`config.mk`:
```
export PLATFORM = sky130hd
export DESIGN_NAME = quiet_chopper_cfg_status
export DESIGN_NICKNAME = d
export VERILOG_FILES = /design/src/quiet_chopper_pkg.sv /design/src/chop_if.sv /design/src/chop_timebase.sv /design/src/quiet_chopper_cfg_status.sv
export VERILOG_INCLUDE_DIRS = /design/src /design/src/src
export SDC_FILE = /design/constraint.sdc
export NUM_CORES = 1
export LEC_CHECK = 0
export ABC_AREA = 1
export BUFFER_PORTS_ARGS = -buffer_cell sky130_fd_sc_hd__buf_2
export CORE_MARGIN = 4
export CORE_UTILIZATION = 35
export CTS_CLUSTER_DIAMETER = 120
export CTS_CLUSTER_SIZE = 24
export DETAILED_ROUTE_END_ITERATION = 6
export SYNTH_ARGS = -nofsm -noshare
export SYNTH_HDL_FRONTEND = slang
export SYNTH_SLANG_ARGS = --single-unit
```
`constraint.sdc`:
```
create_clock -name clk_in -period 28.6 [get_ports clk_in]
set_input_delay 2.86 -clock clk_in [delete_from_list [all_inputs] [get_ports clk_in]]
set_output_delay 2.86 -clock clk_in [all_outputs]
set_load 0.05 [all_outputs]
```
`src/quiet_chopper_regs.svh`:
```
// register offsets, field positions, reset values and timing counts of the quiet chopper bank
// Function
// rate codes 01, 10, 11 give 2/683, 2/512, 2/410 of clock
// rate code 00 gives 2/1024 of clock; upper rate bit is 17
// add gradient times 256 over step interval to base amplitude
// host seeds gradient with scaling off, then scaling on, then quiet chopper
// gradient from one-time memory is loaded at power-up
// learned gradient is readable after initial tuning
// offset field bits 7..0, range 0..255 at scale 31, resets to 36
// host seeds offset with scaling off, then scaling on, then quiet chopper
// zero offset keeps amplitude at or above lower measurement threshold
// nonzero offset lets scaling go below threshold, following hold scale
// standstill bit 31 sets 2^20 clocks after last step
// status bit 30 is one in quiet chopper, zero in cycle chopper
// status bits 20..16 show applied current scale
// bit 18 selects automatic scaling, default set; clear uses feed-forward
// reserved status bits read zero
`ifndef QUIET_CHOPPER_REGS_SVH
`define QUIET_CHOPPER_REGS_SVH

`define STATUS_OFFSET        7'h6f
`define CONFIG_OFFSET        7'h70
`define LEARNED_OFFSET       7'h71

`define CFG_OFS_LSB          0
`define CFG_GRAD_LSB         8
`define CFG_RATE_LSB         16
`define CFG_AUTOSCALE_BIT    18
`define CFG_USED_MSB         18

`define STS_STANDSTILL_BIT   31
`define STS_QUIET_BIT        30
`define STS_CS_LSB           16

`define OFS_RESET            8'h24
`define GRAD_RESET           8'h00
`define RATE_RESET           2'h1
`define AUTOSCALE_RESET      1'h1

`define PERIOD_RATE0         11'h400
`define PERIOD_RATE1         11'h2ab
`define PERIOD_RATE2         11'h200
`define PERIOD_RATE3         11'h19a

`define STANDSTILL_CLOCKS    (1 << 20)
`define FULL_SCALE           5'h1f
`define AMP_MAX              8'hff

`endif

```
`src/quiet_chopper_pkg.sv`:
```
// types shared by the quiet chopper bank
package quiet_chopper_pkg;
  typedef logic [1:0]  rate_sel_t;
  typedef logic [4:0]  cur_scale_t;
  typedef logic [7:0]  amp_t;
  typedef logic [10:0] period_t;
endpackage

```
`src/chop_if.sv`:
```
// link between the register bank and the chopper time base
`timescale 1ns/1ps
`default_nettype none
interface chop_if;
  quiet_chopper_pkg::rate_sel_t rate_sel;
  logic                         cycle_pulse;
  modport bank     (output rate_sel, input cycle_pulse);
  modport timebase (input rate_sel, output cycle_pulse);
endinterface
`default_nettype wire

```
`src/chop_timebase.sv`:
```
// chopper time base: two pwm cycles per selected period
`timescale 1ns/1ps
`include "quiet_chopper_regs.svh"
`default_nettype none
module chop_timebase (
  input  wire logic clk_in,
  input  wire logic rstn_in,
  chop_if.timebase  link
);
  quiet_chopper_pkg::period_t cnt_reg;
  quiet_chopper_pkg::period_t cnt_next;
  quiet_chopper_pkg::period_t period;
  logic                       pulse_reg;
  wire                        at_half;

  assign period = (link.rate_sel == 2'h1) ? `PERIOD_RATE1 :
                  (link.rate_sel == 2'h2) ? `PERIOD_RATE2 :
                  (link.rate_sel == 2'h3) ? `PERIOD_RATE3 :
                                            `PERIOD_RATE0;
  assign cnt_next = (cnt_reg >= period - 11'h001) ? 11'h000 : cnt_reg + 11'h001;
  assign at_half  = (cnt_reg == (period >> 1)) || (cnt_reg == 11'h000);
  assign link.cycle_pulse = pulse_reg;

  always_ff @(posedge clk_in or negedge rstn_in) begin
    if (!rstn_in) begin
      cnt_reg   <= 11'h000;
      pulse_reg <= 1'b0;
    end else begin
      cnt_reg   <= cnt_next;
      pulse_reg <= at_half;
    end
  end
endmodule // chop_timebase
`default_nettype wire

```
`src/quiet_chopper_cfg_status.sv`:
```
// chopper configuration and driver status register bank
`timescale 1ns/1ps
`include "quiet_chopper_regs.svh"
`default_nettype none
module quiet_chopper_cfg_status #(
  parameter int STANDSTILL_CYCLES = `STANDSTILL_CLOCKS
) (
  // clock and reset
  input  wire logic        clk_in,
  input  wire logic        rstn_in,
  // register access
  input  wire logic [6:0]  reg_addr_in,
  input  wire logic [31:0] reg_wdata_in,
  input  wire logic        reg_wr_in,
  input  wire logic        reg_rd_in,
  output logic      [31:0] reg_rdata_out,
  // one-time memory seed
  input  wire logic        otp_grad_valid_in,
  input  wire logic [7:0]  otp_grad_in,
  // motor side
  input  wire logic        step_pin_in,
  input  wire logic [19:0] step_interval_in,
  input  wire logic        quiet_mode_in,
  input  wire logic [4:0]  run_current_in,
  input  wire logic [4:0]  hold_current_in,
  input  wire logic [7:0]  auto_amplitude_in,
  input  wire logic [7:0]  lower_threshold_in,
  input  wire logic [7:0]  learned_gradient_in,
  // chopper outputs
  output logic             pwm_cycle_out,
  output logic      [7:0]  pwm_amplitude_out,
  output logic      [4:0]  cs_actual_out,
  output logic             autoscale_out,
  output logic             standstill_out
);
  ////////////////////////////////////////////////////////////////////////////
  // configuration fields
  logic [7:0]                   amplitude_offset_reg;
  logic [7:0]                   amplitude_gradient_reg;
  quiet_chopper_pkg::rate_sel_t chop_rate_sel_reg;
  logic                         autoscale_reg;
  logic                         init_done_reg;
  wire                          cfg_wr = reg_wr_in && (reg_addr_in == `CONFIG_OFFSET);

  always_ff @(posedge clk_in or negedge rstn_in) begin
    if (!rstn_in) begin
      amplitude_offset_reg   <= `OFS_RESET;
      amplitude_gradient_reg <= `GRAD_RESET;
      chop_rate_sel_reg      <= `RATE_RESET;
      autoscale_reg          <= `AUTOSCALE_RESET;
      init_done_reg          <= 1'b0;
    end else if (!init_done_reg) begin
      init_done_reg <= 1'b1;
      if (otp_grad_valid_in) begin
        amplitude_gradient_reg <= otp_grad_in;
      end
    end else if (cfg_wr) begin
      amplitude_offset_reg   <= reg_wdata_in[`CFG_OFS_LSB +: 8];
      amplitude_gradient_reg <= reg_wdata_in[`CFG_GRAD_LSB +: 8];
      chop_rate_sel_reg      <= reg_wdata_in[`CFG_RATE_LSB +: 2];
      autoscale_reg          <= reg_wdata_in[`CFG_AUTOSCALE_BIT];
    end
  end

  ////////////////////////////////////////////////////////////////////////////
  // time base
  chop_if link ();
  assign link.rate_sel = chop_rate_sel_reg;
  chop_timebase u_timebase (
    .clk_in  (clk_in),
    .rstn_in (rstn_in),
    .link    (link)
  );

  ////////////////////////////////////////////////////////////////////////////
  // step synchroniser and standstill timer
  logic        step_meta_reg;
  logic        step_sync_reg;
  logic        step_prev_reg;
  logic [20:0] idle_cnt_reg;
  logic        standstill_reg;
  wire         step_edge = step_sync_reg && !step_prev_reg;
  wire         idle_done = (idle_cnt_reg >= 21'(STANDSTILL_CYCLES - 1));

  always_ff @(posedge clk_in or negedge rstn_in) begin
    if (!rstn_in) begin
      step_meta_reg  <= 1'b0;
      step_sync_reg  <= 1'b0;
      step_prev_reg  <= 1'b0;
      idle_cnt_reg   <= 21'h00_0000;
      standstill_reg <= 1'b0;
    end else begin
      step_meta_reg <= step_pin_in;
      step_sync_reg <= step_meta_reg;
      step_prev_reg <= step_sync_reg;
      if (step_edge) begin
        idle_cnt_reg   <= 21'h00_0000;
        standstill_reg <= 1'b0;
      end else if (idle_done) begin
        standstill_reg <= 1'b1;
      end else begin
        idle_cnt_reg <= idle_cnt_reg + 21'h00_0001;
      end
    end
  end

  ////////////////////////////////////////////////////////////////////////////
  // amplitude computation
  wire [4:0]  scale_sel  = standstill_reg ? hold_current_in : run_current_in;
  wire [4:0]  cs_applied = autoscale_reg ? scale_sel : `FULL_SCALE;
  wire [13:0] base_prod  = 14'(amplitude_offset_reg * ({1'b0, cs_applied} + 6'h01));
  wire [8:0]  base_amp   = base_prod[13:5];
  wire [15:0] grad_shift = {amplitude_gradient_reg, 8'h00};
  wire [19:0] velo_div   = (step_interval_in == 20'h0_0000) ? 20'hf_ffff :
                           20'({4'h0, grad_shift} / step_interval_in);
  wire [8:0]  velo_term  = (velo_div > 20'h0_00ff) ? 9'h0ff : velo_div[8:0];
  wire [9:0]  ff_sum     = {1'b0, base_amp} + {1'b0, velo_term};
  wire [7:0]  ff_amp     = (ff_sum > 10'h0ff) ? `AMP_MAX : ff_sum[7:0];
  wire        below_thr  = auto_amplitude_in < lower_threshold_in;
  wire [7:0]  auto_amp   = ((amplitude_offset_reg == 8'h00) && below_thr) ?
                           lower_threshold_in :
                           auto_amplitude_in;
  wire [7:0]  amp_sel    = autoscale_reg ? auto_amp : ff_amp;

  always_ff @(posedge clk_in or negedge rstn_in) begin
    if (!rstn_in) begin
      pwm_cycle_out     <= 1'b0;
      pwm_amplitude_out <= 8'h00;
      cs_actual_out     <= 5'h00;
      autoscale_out     <= 1'b0;
      standstill_out    <= 1'b0;
    end else begin
      pwm_cycle_out  <= link.cycle_pulse;
      cs_actual_out  <= cs_applied;
      autoscale_out  <= autoscale_reg;
      standstill_out <= standstill_reg;
      if (link.cycle_pulse) begin
        pwm_amplitude_out <= amp_sel;
      end
    end
  end

  ////////////////////////////////////////////////////////////////////////////
  // read back
  wire [31:0] status_word = {standstill_reg,
                             quiet_mode_in,
                             9'h000,
                             cs_applied,
                             16'h0000};
  wire [31:0] config_word = {13'h0000, autoscale_reg, chop_rate_sel_reg,
                             amplitude_gradient_reg, amplitude_offset_reg};
  wire [31:0] learned_word = {24'h00_0000, learned_gradient_in};
  wire [31:0] rd_sel = (reg_addr_in == `STATUS_OFFSET)  ? status_word  :
                       (reg_addr_in == `CONFIG_OFFSET)  ? config_word  :
                       (reg_addr_in == `LEARNED_OFFSET) ? learned_word :
                                                          32'h0000_0000;

  always_ff @(posedge clk_in or negedge rstn_in) begin
    if (!rstn_in) begin
      reg_rdata_out <= 32'h0000_0000;
    end else if (reg_rd_in) begin
      reg_rdata_out <= rd_sel;
    end
  end
endmodule // quiet_chopper_cfg_status
`default_nettype wire

```
==> results of run 1 <==
==> logic make-up (layout without fill, tap and decap cells) <==
family,Yosys count,in the layout
AO/OA/AOI/OAI,518,518
XOR/XNOR,137,137
adder cells (fa/ha/maj),280,280
buffers and inverters,465,1376
flip-flops,96,96
multiplexers,14,14
other,2,16
AND/OR/NAND/NOR,1272,1275
==> metal layers <==
metal  up-vias  GRT usage
met5         -          0
met1     10100      0.292
met3        89     0.0137
li1      11100          -
met4         0     0.0409
met2       378      0.385
==> stage by stage <==
stage               area [um^2]  power (mW)  setup TNS [ns]
finish                    29000       0.803          -26.14
global route              29000       0.864          -42.43
CTS                       26400       0.745          -23.77
detailed placement        25500       0.604          -38.33
global placement          25500       0.602          -34.65
floorplan                 19000       0.410          -14.39
==> worst max-delay path by stage <==
stage	startpoint	end	slack, ns	depth (start not counted)
CTS	step_interval_in[7]	pwm_amplitude_out[0]	-3.04	252
floorplan	step_interval_in[1]	pwm_amplitude_out[6]	-1.84	259
global route	step_interval_in[0]	pwm_amplitude_out[3]	-5.35	241
finish	step_interval_in[6]	pwm_amplitude_out[3]	-3.32	249
global placement	step_interval_in[14]	pwm_amplitude_out[0]	-4.37	237
detailed placement	step_interval_in[14]	pwm_amplitude_out[1]	-4.85	235
==> area by class of cell <==
class	instances	area (um^2)
clock buffer	9	225
timing repair buffer	954	7050
inverter	404	1590
sequential	96	2410
clock inverter	7	88.8
multi-input combinational	2240	16800
timing repair inverter	2	12.5
fill	4820	22300
tap	680	851
==> worst max-delay path: cells and delay by family <==
family | cells | cell delay [ns]
adders and majority gates | 20 | 5.24
AOI/OAI and AO/OA | 63 | 7.81
and+or+nand+nor | 134 | 12.85
buffers and inverters | 31 | 3.12
xor gates and xnor gates | 1 | 0.17
==> synthesized netlist by cell type, drive strengths merged, types with 7 or more instances <==
cell / instances / area share
o211ai: 21 / 0.0092
a21o: 19 / 0.0079
inv: 400 / 0.083
nor2: 194 / 0.045
mux2: 11 / 0.0068
buf: 31 / 0.011
nand4: 30 / 0.011
xnor2: 52 / 0.025
nor4: 23 / 0.0083
dfrtp: 92 / 0.13
nand3: 189 / 0.058
and2: 16 / 0.0055
a21oi: 199 / 0.057
nor3: 53 / 0.015
a31oi: 19 / 0.0069
ha: 254 / 0.18
or2: 41 / 0.014
a211oi: 7 / 0.0029
xor2: 85 / 0.041
a21boi: 10 / 0.0043
fa: 26 / 0.029
o21ai: 183 / 0.053
clkbuf: 30 / 0.0062
o221ai: 11 / 0.0053
o21bai: 21 / 0.0087
nand2: 710 / 0.15
==> power groups by stage <==
stage               clock (mW)  sequential, mW  combinational (mW)
floorplan                    0           0.152               0.258
finish                   0.128           0.149               0.526
CTS                      0.131           0.149               0.465
global placement             0           0.151               0.451
detailed placement           0           0.151               0.452
global route             0.136           0.150               0.579
==> repair_timing <==
| item | in CTS | in global routing |
|---|---|---|
| gates resized for setup | 81 | 432 |
| setup endpoints to repair | 8 | 8 |
| gates cloned | 3 | 4 |
| pin swaps | 45 | 289 |
| buffers inserted | 28 | 90 |
==> flow_summary.json, run 1 <==
{
  "cp_data_required_time_ns": 28.88,
  "layout-area-overhead-vs-synth_pct": 59.9,
  "seq_total_area_yosys": 0.133,
  "postRouteWirelength_um": 66400,
  "most_frequent_cells_in_the_layout": "sky130_fd_sc_hd__buf_4, sky130_fd_sc_hd__nand2_1, sky130_fd_sc_hd__inv_1, sky130_fd_sc_hd__ha_1, sky130_fd_sc_hd__nor2_1",
  "timing.clock.skew_ns": 0.0131,
  "largest_fanout_of_any_net_on_the_critical_path": 8,
  "synth_cells": 2784,
  "share_comb_of_total_power": 0.655,
  "cts.reportedPaths.clkPinSlew_ns": 0.07,
  "grt_pass1_wl_um": 101000,
  "grt_usage": 0.217,
  "routedWlPerCell_um": 15.1,
  "arrival_ns": 32.20,
  "synth.distinct_cells": 75,
  "timing.final.hold_violations": 0,
  "synth_compound_gate_area_share": 0.170,
  "hold_path_startpoint": "step_meta_reg",
  "routed_via_density": 4.92,
  "drive_gt1_frac": 0.430,
  "chipWidth_um": 236,
  "core_area_um2": 51300,
  "yosys-mux-area-fraction": 0.00917,
  "critical_path.most_common_cell": "sky130_fd_sc_hd__nand2_2",
  "setup_repair_after_global_routing_missed_its_margin": "yes",
  "synthesis.yosys.warnings": 0,
  "die-area_um2": 55500,
  "failed_checks": "negative setup slack",
  "hold-path-cell-count": 0,
  "power_report.internal_total_uw": 470,
  "post-route-period-util": 1.12,
  "first_global_vias": 20400,
  "ir_drop_mv": 0.0327,
  "cts.path.max_buffers": 2,
  "clock_tree.root_cell": "sky130_fd_sc_hd__clkbuf_16",
  "crit_path_max_incr_delay_ns": 0.33,
  "synth_top_family_by_area": "simple AND/OR/NAND/NOR gates",
  "io_pins": 156,
  "finalWorstSetupSlack_ns": -3.32,
  "dp.cells": 4253,
  "finish.utilization": 0.566,
  "status": "complete, but fails checks",
  "layout_commonest_cell": "sky130_fd_sc_hd__buf_4",
  "critical_path_class": "in2reg",
  "tritoncts_num_sinks": 96,
  "fin_cells": 4392,
  "io_buffers": 133,
  "async_flop_share": 1.00,
  "regToRegSetupSlack_ns": 1.10,
  "antenna_left": 0,
  "routed-wl-met2_um": 32800,
  "adder_cell_share_of_the_synthesized_area": 0.204,
  "antenna_found_initial": 0,
  "cap_viol_max_count": 0,
  "detailroute.via_count": 21600,
  "synthesis.area_per_instance_um2": 6.52,
  "power.density_cell_area_nw_per_um2": 27.7,
  "critical_path.slowest_cell": "sky130_fd_sc_hd__fa_2",
  "slew_headroom": 0.0668,
  "fmax_mhz": 31.3,
  "pre_cts_slack_ns": -4.85,
  "reg_to_reg_endpoint": "pwm_amplitude_out[3]",
  "critPathLaunchType": "input pin",
  "finalSetupViolations": 8,
  "htree_levels": 3,
  "ys_dominant_reg_cell": "sky130_fd_sc_hd__dfrtp_1",
  "pin_count_of_the_biggest_net_entering_global_routing": 64,
  "n_antenna_cell": 0,
  "drt_drc_violations_left": 0,
  "post_synth_edffs": 0,
  "net-switching-power_uw": 333,
  "clock_insertion_delay_worst_skew_ns": 0.36,
  "tritoncts.num_buffers": 9,
  "synth_seq_cells": 96,
  "timing.critical_path.to_type": "register",
  "crit-reg2reg-launch": "amplitude_gradient_reg[7]",
  "count_of_nets_after_finishing": 4095,
  "clock_power_frac": 0.159,
  "post-dp-hpwl_um": 50900,
  "top_layer": "met4",
  "cts_hold_repair.buffers": 0,
  "final.min_clock_period_ns": 31.92,
  "met3WireLength_um": 1980,
  "cts_tree": "yes",
  "synth.cell_area_um2": 18100,
  "slew_violations": 0,
  "first_iter_violations": 1137,
  "seqPwrFrac": 0.185,
  "global_placement_routability_congestion": 0.958,
  "power_switching_share": 0.415,
  "core.rowCount": 83,
  "holdPathEnd": "step_sync_reg",
  "drtPass1Iterations": 6,
  "hold-worst-slack_ns": 0.349,
  "p_leak_nw": 15.4,
  "global_route_congestion_overflow_total": 0,
  "die_height_um": 236,
  "synth_simple_gate_area_share": 0.316,
  "post_synth_xor_area_fraction": 0.0661,
  "largest_register_ffs": 23,
  "slew_at_the_pin_closest_to_its_max_slew_limit_ns": 1.40,
  "r2r_cells": 228,
  "effective_utilization_at_floorplan": 0.354,
  "hold_class": "reg2reg",
  "detail_route.wirelength.met1_um": 30200
}
Power figures use the tool's default switching activity.
==> run 2: changes to the inputs <==
--- a/config.mk
+++ b/config.mk
@@ -13,6 +13,7 @@
 export CTS_CLUSTER_DIAMETER = 120
 export CTS_CLUSTER_SIZE = 24
 export DETAILED_ROUTE_END_ITERATION = 6
+export PLACE_DENSITY = 0.51
 export SYNTH_ARGS = -nofsm -noshare
 export SYNTH_HDL_FRONTEND = slang
 export SYNTH_SLANG_ARGS = --single-unit
==> run 2 against run 1 <==
  * The flow still finishes with violations (negative setup slack)
  * Wire length is 8.6% higher
  * Non-clock buffer count is 215 higher
  * Hold slack hardly changed
  * First-iteration DRC count is 5.3% higher
  * Clock skew is 0.0020 ns higher
  * Clock power hardly changed
  * Global-route usage is 2.6 points higher
  * Largest cell class unchanged
==> flow_summary.json, run 2 (synthesis results as in run 1) <==
{
  "cts.reportedPaths.clkPinSlew_ns": 0.07,
  "fmax_mhz": 31.2,
  "tritoncts_num_sinks": 96,
  "tritoncts.num_buffers": 9,
  "crit_path_max_incr_delay_ns": 0.37,
  "layout_commonest_cell": "sky130_fd_sc_hd__buf_4",
  "cap_viol_max_count": 0,
  "routed_via_density": 4.97,
  "hold_class": "reg2reg",
  "regToRegSetupSlack_ns": 1.05,
  "finish.utilization": 0.609,
  "timing.final.hold_violations": 0,
  "routedWlPerCell_um": 15.7,
  "postRouteWirelength_um": 72200,
  "effective_utilization_at_floorplan": 0.354,
  "n_antenna_cell": 0,
  "slew_violations": 0,
  "first_iter_violations": 1197,
  "drtPass1Iterations": 5,
  "finalSetupViolations": 8,
  "slew_at_the_pin_closest_to_its_max_slew_limit_ns": 1.21,
  "critical_path_class": "in2reg",
  "critical_path.most_common_cell": "sky130_fd_sc_hd__nand2_2",
  "reg_to_reg_endpoint": "pwm_amplitude_out[6]",
  "die-area_um2": 55500,
  "core_area_um2": 51300,
  "failed_checks": "negative setup slack",
  "finalWorstSetupSlack_ns": -3.42,
  "power_uw": 870,
  "ir_drop_mv": 0.0402,
  "grt_pass1_wl_um": 113000,
  "first_global_vias": 23200,
  "status": "complete, but fails checks",
  "cts_hold_repair.buffers": 0,
  "cts.path.max_buffers": 2,
  "hold_path_startpoint": "step_meta_reg",
  "timing.clock.skew_ns": 0.0151,
  "holdPathEnd": "step_sync_reg",
  "global_route_congestion_overflow_total": 0,
  "io_buffers": 133,
  "global_placement_routability_congestion": 0.951,
  "critical_path.slowest_cell": "sky130_fd_sc_hd__nor4_2",
  "die_height_um": 236,
  "hold-worst-slack_ns": 0.349,
  "p_leak_nw": 16.6,
  "hold-path-cell-count": 0,
  "post-dp-hpwl_um": 54000,
  "clock_tree.root_cell": "sky130_fd_sc_hd__clkbuf_16",
  "count_of_nets_after_finishing": 4311,
  "drive_gt1_frac": 0.484,
  "power.density_cell_area_nw_per_um2": 27.8,
  "slew_headroom": 0.190,
  "cts_tree": "yes",
  "post-route-period-util": 1.12,
  "chipWidth_um": 236,
  "htree_levels": 3,
  "io_pins": 156,
  "critPathLaunchType": "input pin",
  "clock_insertion_delay_worst_skew_ns": 0.36,
  "layout-area-overhead-vs-synth_pct": 72.2,
  "most_frequent_cells_in_the_layout": "sky130_fd_sc_hd__buf_4, sky130_fd_sc_hd__nand2_1, sky130_fd_sc_hd__inv_1, sky130_fd_sc_hd__ha_1, sky130_fd_sc_hd__nor2_1",
  "detailroute.via_count": 22900,
  "timing.critical_path.to_type": "register",
  "largest_register_ffs": 23,
  "antenna_found_initial": 1,
  "setup_repair_after_global_routing_missed_its_margin": "yes",
  "totalNegativeSetupSlack_ns": -27.08,
  "crit-reg2reg-launch": "amplitude_gradient_reg[7]",
  "r2r_cells": 212,
  "pin_count_of_the_biggest_net_entering_global_routing": 77,
  "antenna_left": 0,
  "dp.cells": 4288,
  "cp_data_required_time_ns": 28.82,
  "core.rowCount": 83,
  "arrival_ns": 32.24,
  "largest_fanout_of_any_net_on_the_critical_path": 10,
  "final.min_clock_period_ns": 32.02,
  "grt_usage": 0.243,
  "drt_drc_violations_left": 0,
  "fin_cells": 4608
}
run 2: cell count changes in the layout (fill, tap and decap cells not counted), sizes merged:
cell / delta
nand2: +1
clkinv: +1
buf: +219
clkbuf: -4
nand3: -1
run 2: critical path: cells and delay by family:
kind | cells | cell delay [ns]
and+or+nand+nor | 100 | 10.20
adders and majority gates | 21 | 5.71
AOI/OAI and AO/OA | 54 | 7.00
buffers and inverters | 55 | 5.87
xor gates and xnor gates | 3 | 0.52
run 2: area by class of cell:
| type | instances | area [um^2] |
|---|---|---|
| flip-flops and latches | 96 | 2410 |
| repair inverters | 3 | 21.3 |
| clock inverters | 7 | 91.3 |
| inverters | 404 | 1600 |
| well taps | 680 | 851 |
| fillers | 4611 | 20100 |
| clock buffers | 9 | 225 |
| multi-input cells | 2240 | 17300 |
| repair buffers | 1169 | 8740 |
run 2: worst max-delay path by stage:
stage / from / end / slack, ns / cells after the start
floorplan: step_interval_in[1] / pwm_amplitude_out[6] / -1.84 / 259
global placement: step_interval_in[9] / pwm_amplitude_out[6] / -4.67 / 253
detailed placement: step_interval_in[9] / pwm_amplitude_out[1] / -5.31 / 249
CTS: step_interval_in[8] / pwm_amplitude_out[5] / -2.78 / 254
global route: step_interval_in[13] / pwm_amplitude_out[6] / -5.37 / 248
finish: step_interval_in[0] / pwm_amplitude_out[6] / -3.42 / 233
run 2: metrics by stage:
| stage | cell area [um^2] | setup WS, ns |
|---|---|---|
| CTS | 29300 | -2.78 |
| global route | 31200 | -5.37 |
| global placement | 25700 | -4.67 |
| finish | 31200 | -3.42 |
| floorplan | 19000 | -1.84 |
| detailed placement | 25700 | -5.31 |
run 2: timing repair:
action                     4_1_cts  5_1_grt
setup endpoints to repair        8        8
gates cloned                     7        0
setup buffers                  239       60
gates resized for setup        316      323
pin swaps                      225      272
run 2: power by group:
part / internal [mW] / switching (mW) / total, mW / leakage [nW]
Combinational: 0.301 / 0.292 / 0.592 / 15.2
Sequential: 0.142 / 0.00777 / 0.149 / 1.24
Clock: 0.0697 / 0.0584 / 0.128 / 0.150
run 2: per-layer routing:
layer  track usage  routed length [um]
met1         0.305               31700
met2         0.445               36100
met3        0.0192                2210
met4        0.0682                2100
met5             0                   8
==> run 3: changes to the inputs <==
--- a/config.mk
+++ b/config.mk
@@ -8,12 +8,14 @@
 export LEC_CHECK = 0
 export ABC_AREA = 1
 export BUFFER_PORTS_ARGS = -buffer_cell sky130_fd_sc_hd__buf_2
+export CORE_ASPECT_RATIO = 1.2
 export CORE_MARGIN = 4
 export CORE_UTILIZATION = 35
 export CTS_CLUSTER_DIAMETER = 120
 export CTS_CLUSTER_SIZE = 24
 export DETAILED_ROUTE_END_ITERATION = 6
 export PLACE_DENSITY = 0.51
+export SKIP_CTS_REPAIR_TIMING = 1
 export SYNTH_ARGS = -nofsm -noshare
 export SYNTH_HDL_FRONTEND = slang
 export SYNTH_SLANG_ARGS = --single-unit
==> run 3 against run 2 <==
  * The flow still finishes with violations (negative setup slack)
  * Clock-buffer cell count unchanged
  * Clock power is 7% lower
  * Flip-flop and latch count stayed put
  * Global-route usage shrank 1.6 points
  * Design area fell by 6.6%
  * Fmax up 1.6%
  * Die area is essentially flat
==> flow_summary.json, run 3 (synthesis results as in run 1) <==
{
  "core_area_um2": 51400,
  "most_frequent_cells_in_the_layout": "sky130_fd_sc_hd__buf_4, sky130_fd_sc_hd__nand2_1, sky130_fd_sc_hd__inv_1, sky130_fd_sc_hd__ha_1, sky130_fd_sc_hd__nor2_1",
  "cap_viol_max_count": 0,
  "die_height_um": 257,
  "post-route-period-util": 1.10,
  "slew_headroom": 0.141,
  "largest_fanout_of_any_net_on_the_critical_path": 8,
  "setup_repair_after_global_routing_missed_its_margin": "yes",
  "clock_insertion_delay_worst_skew_ns": 0.36,
  "power.density_cell_area_nw_per_um2": 27.6,
  "antenna_left": 0,
  "arrival_ns": 31.79,
  "count_of_nets_after_finishing": 4080,
  "cts.path.max_buffers": 2,
  "hold_class": "reg2reg",
  "tritoncts.num_buffers": 9,
  "routed_via_density": 4.93,
  "fillers": 4937,
  "critical_path.most_common_cell": "sky130_fd_sc_hd__nand2_2",
  "htree_levels": 3,
  "grt_usage": 0.227,
  "critical_path_class": "in2reg",
  "final.min_clock_period_ns": 31.51,
  "dp.cells": 4288,
  "timing.final.hold_violations": 0,
  "clock_tree.root_cell": "sky130_fd_sc_hd__clkbuf_16",
  "largest_register_ffs": 23,
  "io_buffers": 133,
  "drive_gt1_frac": 0.434,
  "status": "complete, but fails checks",
  "cts_tree": "yes",
  "timing.clock.skew_ns": 0.0116,
  "grt_pass1_wl_um": 104000,
  "postRouteWirelength_um": 69200,
  "power_uw": 804,
  "first_global_vias": 21200,
  "finalSetupViolations": 8,
  "critical_path.slowest_cell": "sky130_fd_sc_hd__fa_2",
  "cts.reportedPaths.clkPinSlew_ns": 0.07,
  "detailroute.via_count": 21700,
  "drtPass1Iterations": 5,
  "failed_checks": "negative setup slack",
  "ir_drop_mv": 0.0460,
  "slew_violations": 0,
  "dominant_delay_contributor_by_cell_family_on_the_critical_path": "simple AND/OR/NAND/NOR gates",
  "fmax_mhz": 31.7,
  "slew_at_the_pin_closest_to_its_max_slew_limit_ns": 1.29,
  "crit_path_max_incr_delay_ns": 0.38,
  "cp_data_required_time_ns": 28.88,
  "chipWidth_um": 216,
  "pin_count_of_the_biggest_net_entering_global_routing": 58,
  "layout_commonest_cell": "sky130_fd_sc_hd__buf_4",
  "p_leak_nw": 15.5,
  "worst_path_buffer_plus_inverter_count": 28,
  "timing.critical_path.to_type": "register",
  "drt_drc_violations_left": 0,
  "critPathLaunchType": "input pin",
  "die-area_um2": 55600,
  "antenna_found_initial": 1,
  "fin_cells": 4395,
  "global_placement_routability_congestion": 0.896,
  "first_iter_violations": 850,
  "io_pins": 156,
  "global_route_congestion_overflow_total": 0,
  "tritoncts_num_sinks": 96,
  "core.rowCount": 91,
  "routedWlPerCell_um": 15.7,
  "finalWorstSetupSlack_ns": -2.91,
  "effective_utilization_at_floorplan": 0.353,
  "layout-area-overhead-vs-synth_pct": 60.8,
  "post-dp-hpwl_um": 54600
}
run 3: per-layer routing:
layer / GRT usage / vias to the layer above / wire, um
li1: - / 11100 / -
met1: 0.263 / 10100 / 28000
met2: 0.429 / 391 / 36200
met3: 0.0174 / 142 / 1950
met4: 0.0916 / 0 / 2960
met5: 0 / - / 0
run 3: metrics by stage:
stage / instance area (um^2) / hold slack [ns] / setup TNS (ns) / setup slack, ns / util
after floorplan: 19000 / 0.331 / -14.39 / -1.84 / -
after global placement: 25600 / 0.334 / -35.79 / -4.51 / 0.499
after detailed placement: 25600 / 0.352 / -39.39 / -4.96 / 0.499
after CTS: 25900 / 0.360 / -37.13 / -4.67 / 0.505
after global routing: 29200 / 0.359 / -39.44 / -4.98 / 0.568
final: 29200 / 0.358 / -22.94 / -2.91 / 0.568
run 3: path summary, 6_finish.rpt:
path | start | endpoint | slack (ns) | cells past startpoint
max in group asynchronous | rstn_in | reg_rdata_out[5] | 24.99 | 2
max reg2reg | amplitude_gradient_reg[7] | pwm_amplitude_out[3] | 1.35 | 222
min | step_meta_reg | step_sync_reg | 0.36 | 0
min in group asynchronous | rstn_in | amplitude_offset_reg[0] | 2.48 | 1
max | step_interval_in[15] | pwm_amplitude_out[3] | -2.91 | 246
min reg2reg | step_meta_reg | step_sync_reg | 0.36 | 0
run 3: where the power goes:
| group | switching [mW] | internal (mW) |
|---|---|---|
| Clock | 0.0580 | 0.0609 |
| Combinational | 0.271 | 0.264 |
| Sequential | 0.00771 | 0.142 |
run 3: worst reg2reg max path, delay by kind of cell, from the launching register on:
| family | cells | cell delay, ns |
|---|---|---|
| and+or+nand+nor | 119 | 11.46 |
| xor gates and xnor gates | 1 | 0.16 |
| DFF | 1 | 0.44 |
| AOI/OAI and AO/OA | 58 | 7.72 |
| adders and majority gates | 18 | 4.99 |
| buffers and inverters | 26 | 2.40 |
run 3: area by class of cell:
class | count | area [um^2] | share of cell area
Clock buffer | 9 | 225 | 0.00772
Multi-Input combinational cell | 2241 | 17000 | 0.583
Clock inverter | 7 | 62.6 | 0.00214
Timing Repair inverter | 2 | 17.5 | 0.000600
Tap cell | 697 | 872 | 0.0299
Antenna cell | 1 | 2.50 | 0.0000858
Timing Repair Buffer | 938 | 6960 | 0.239
Sequential cell | 96 | 2410 | 0.0825
Inverter | 404 | 1600 | 0.0549
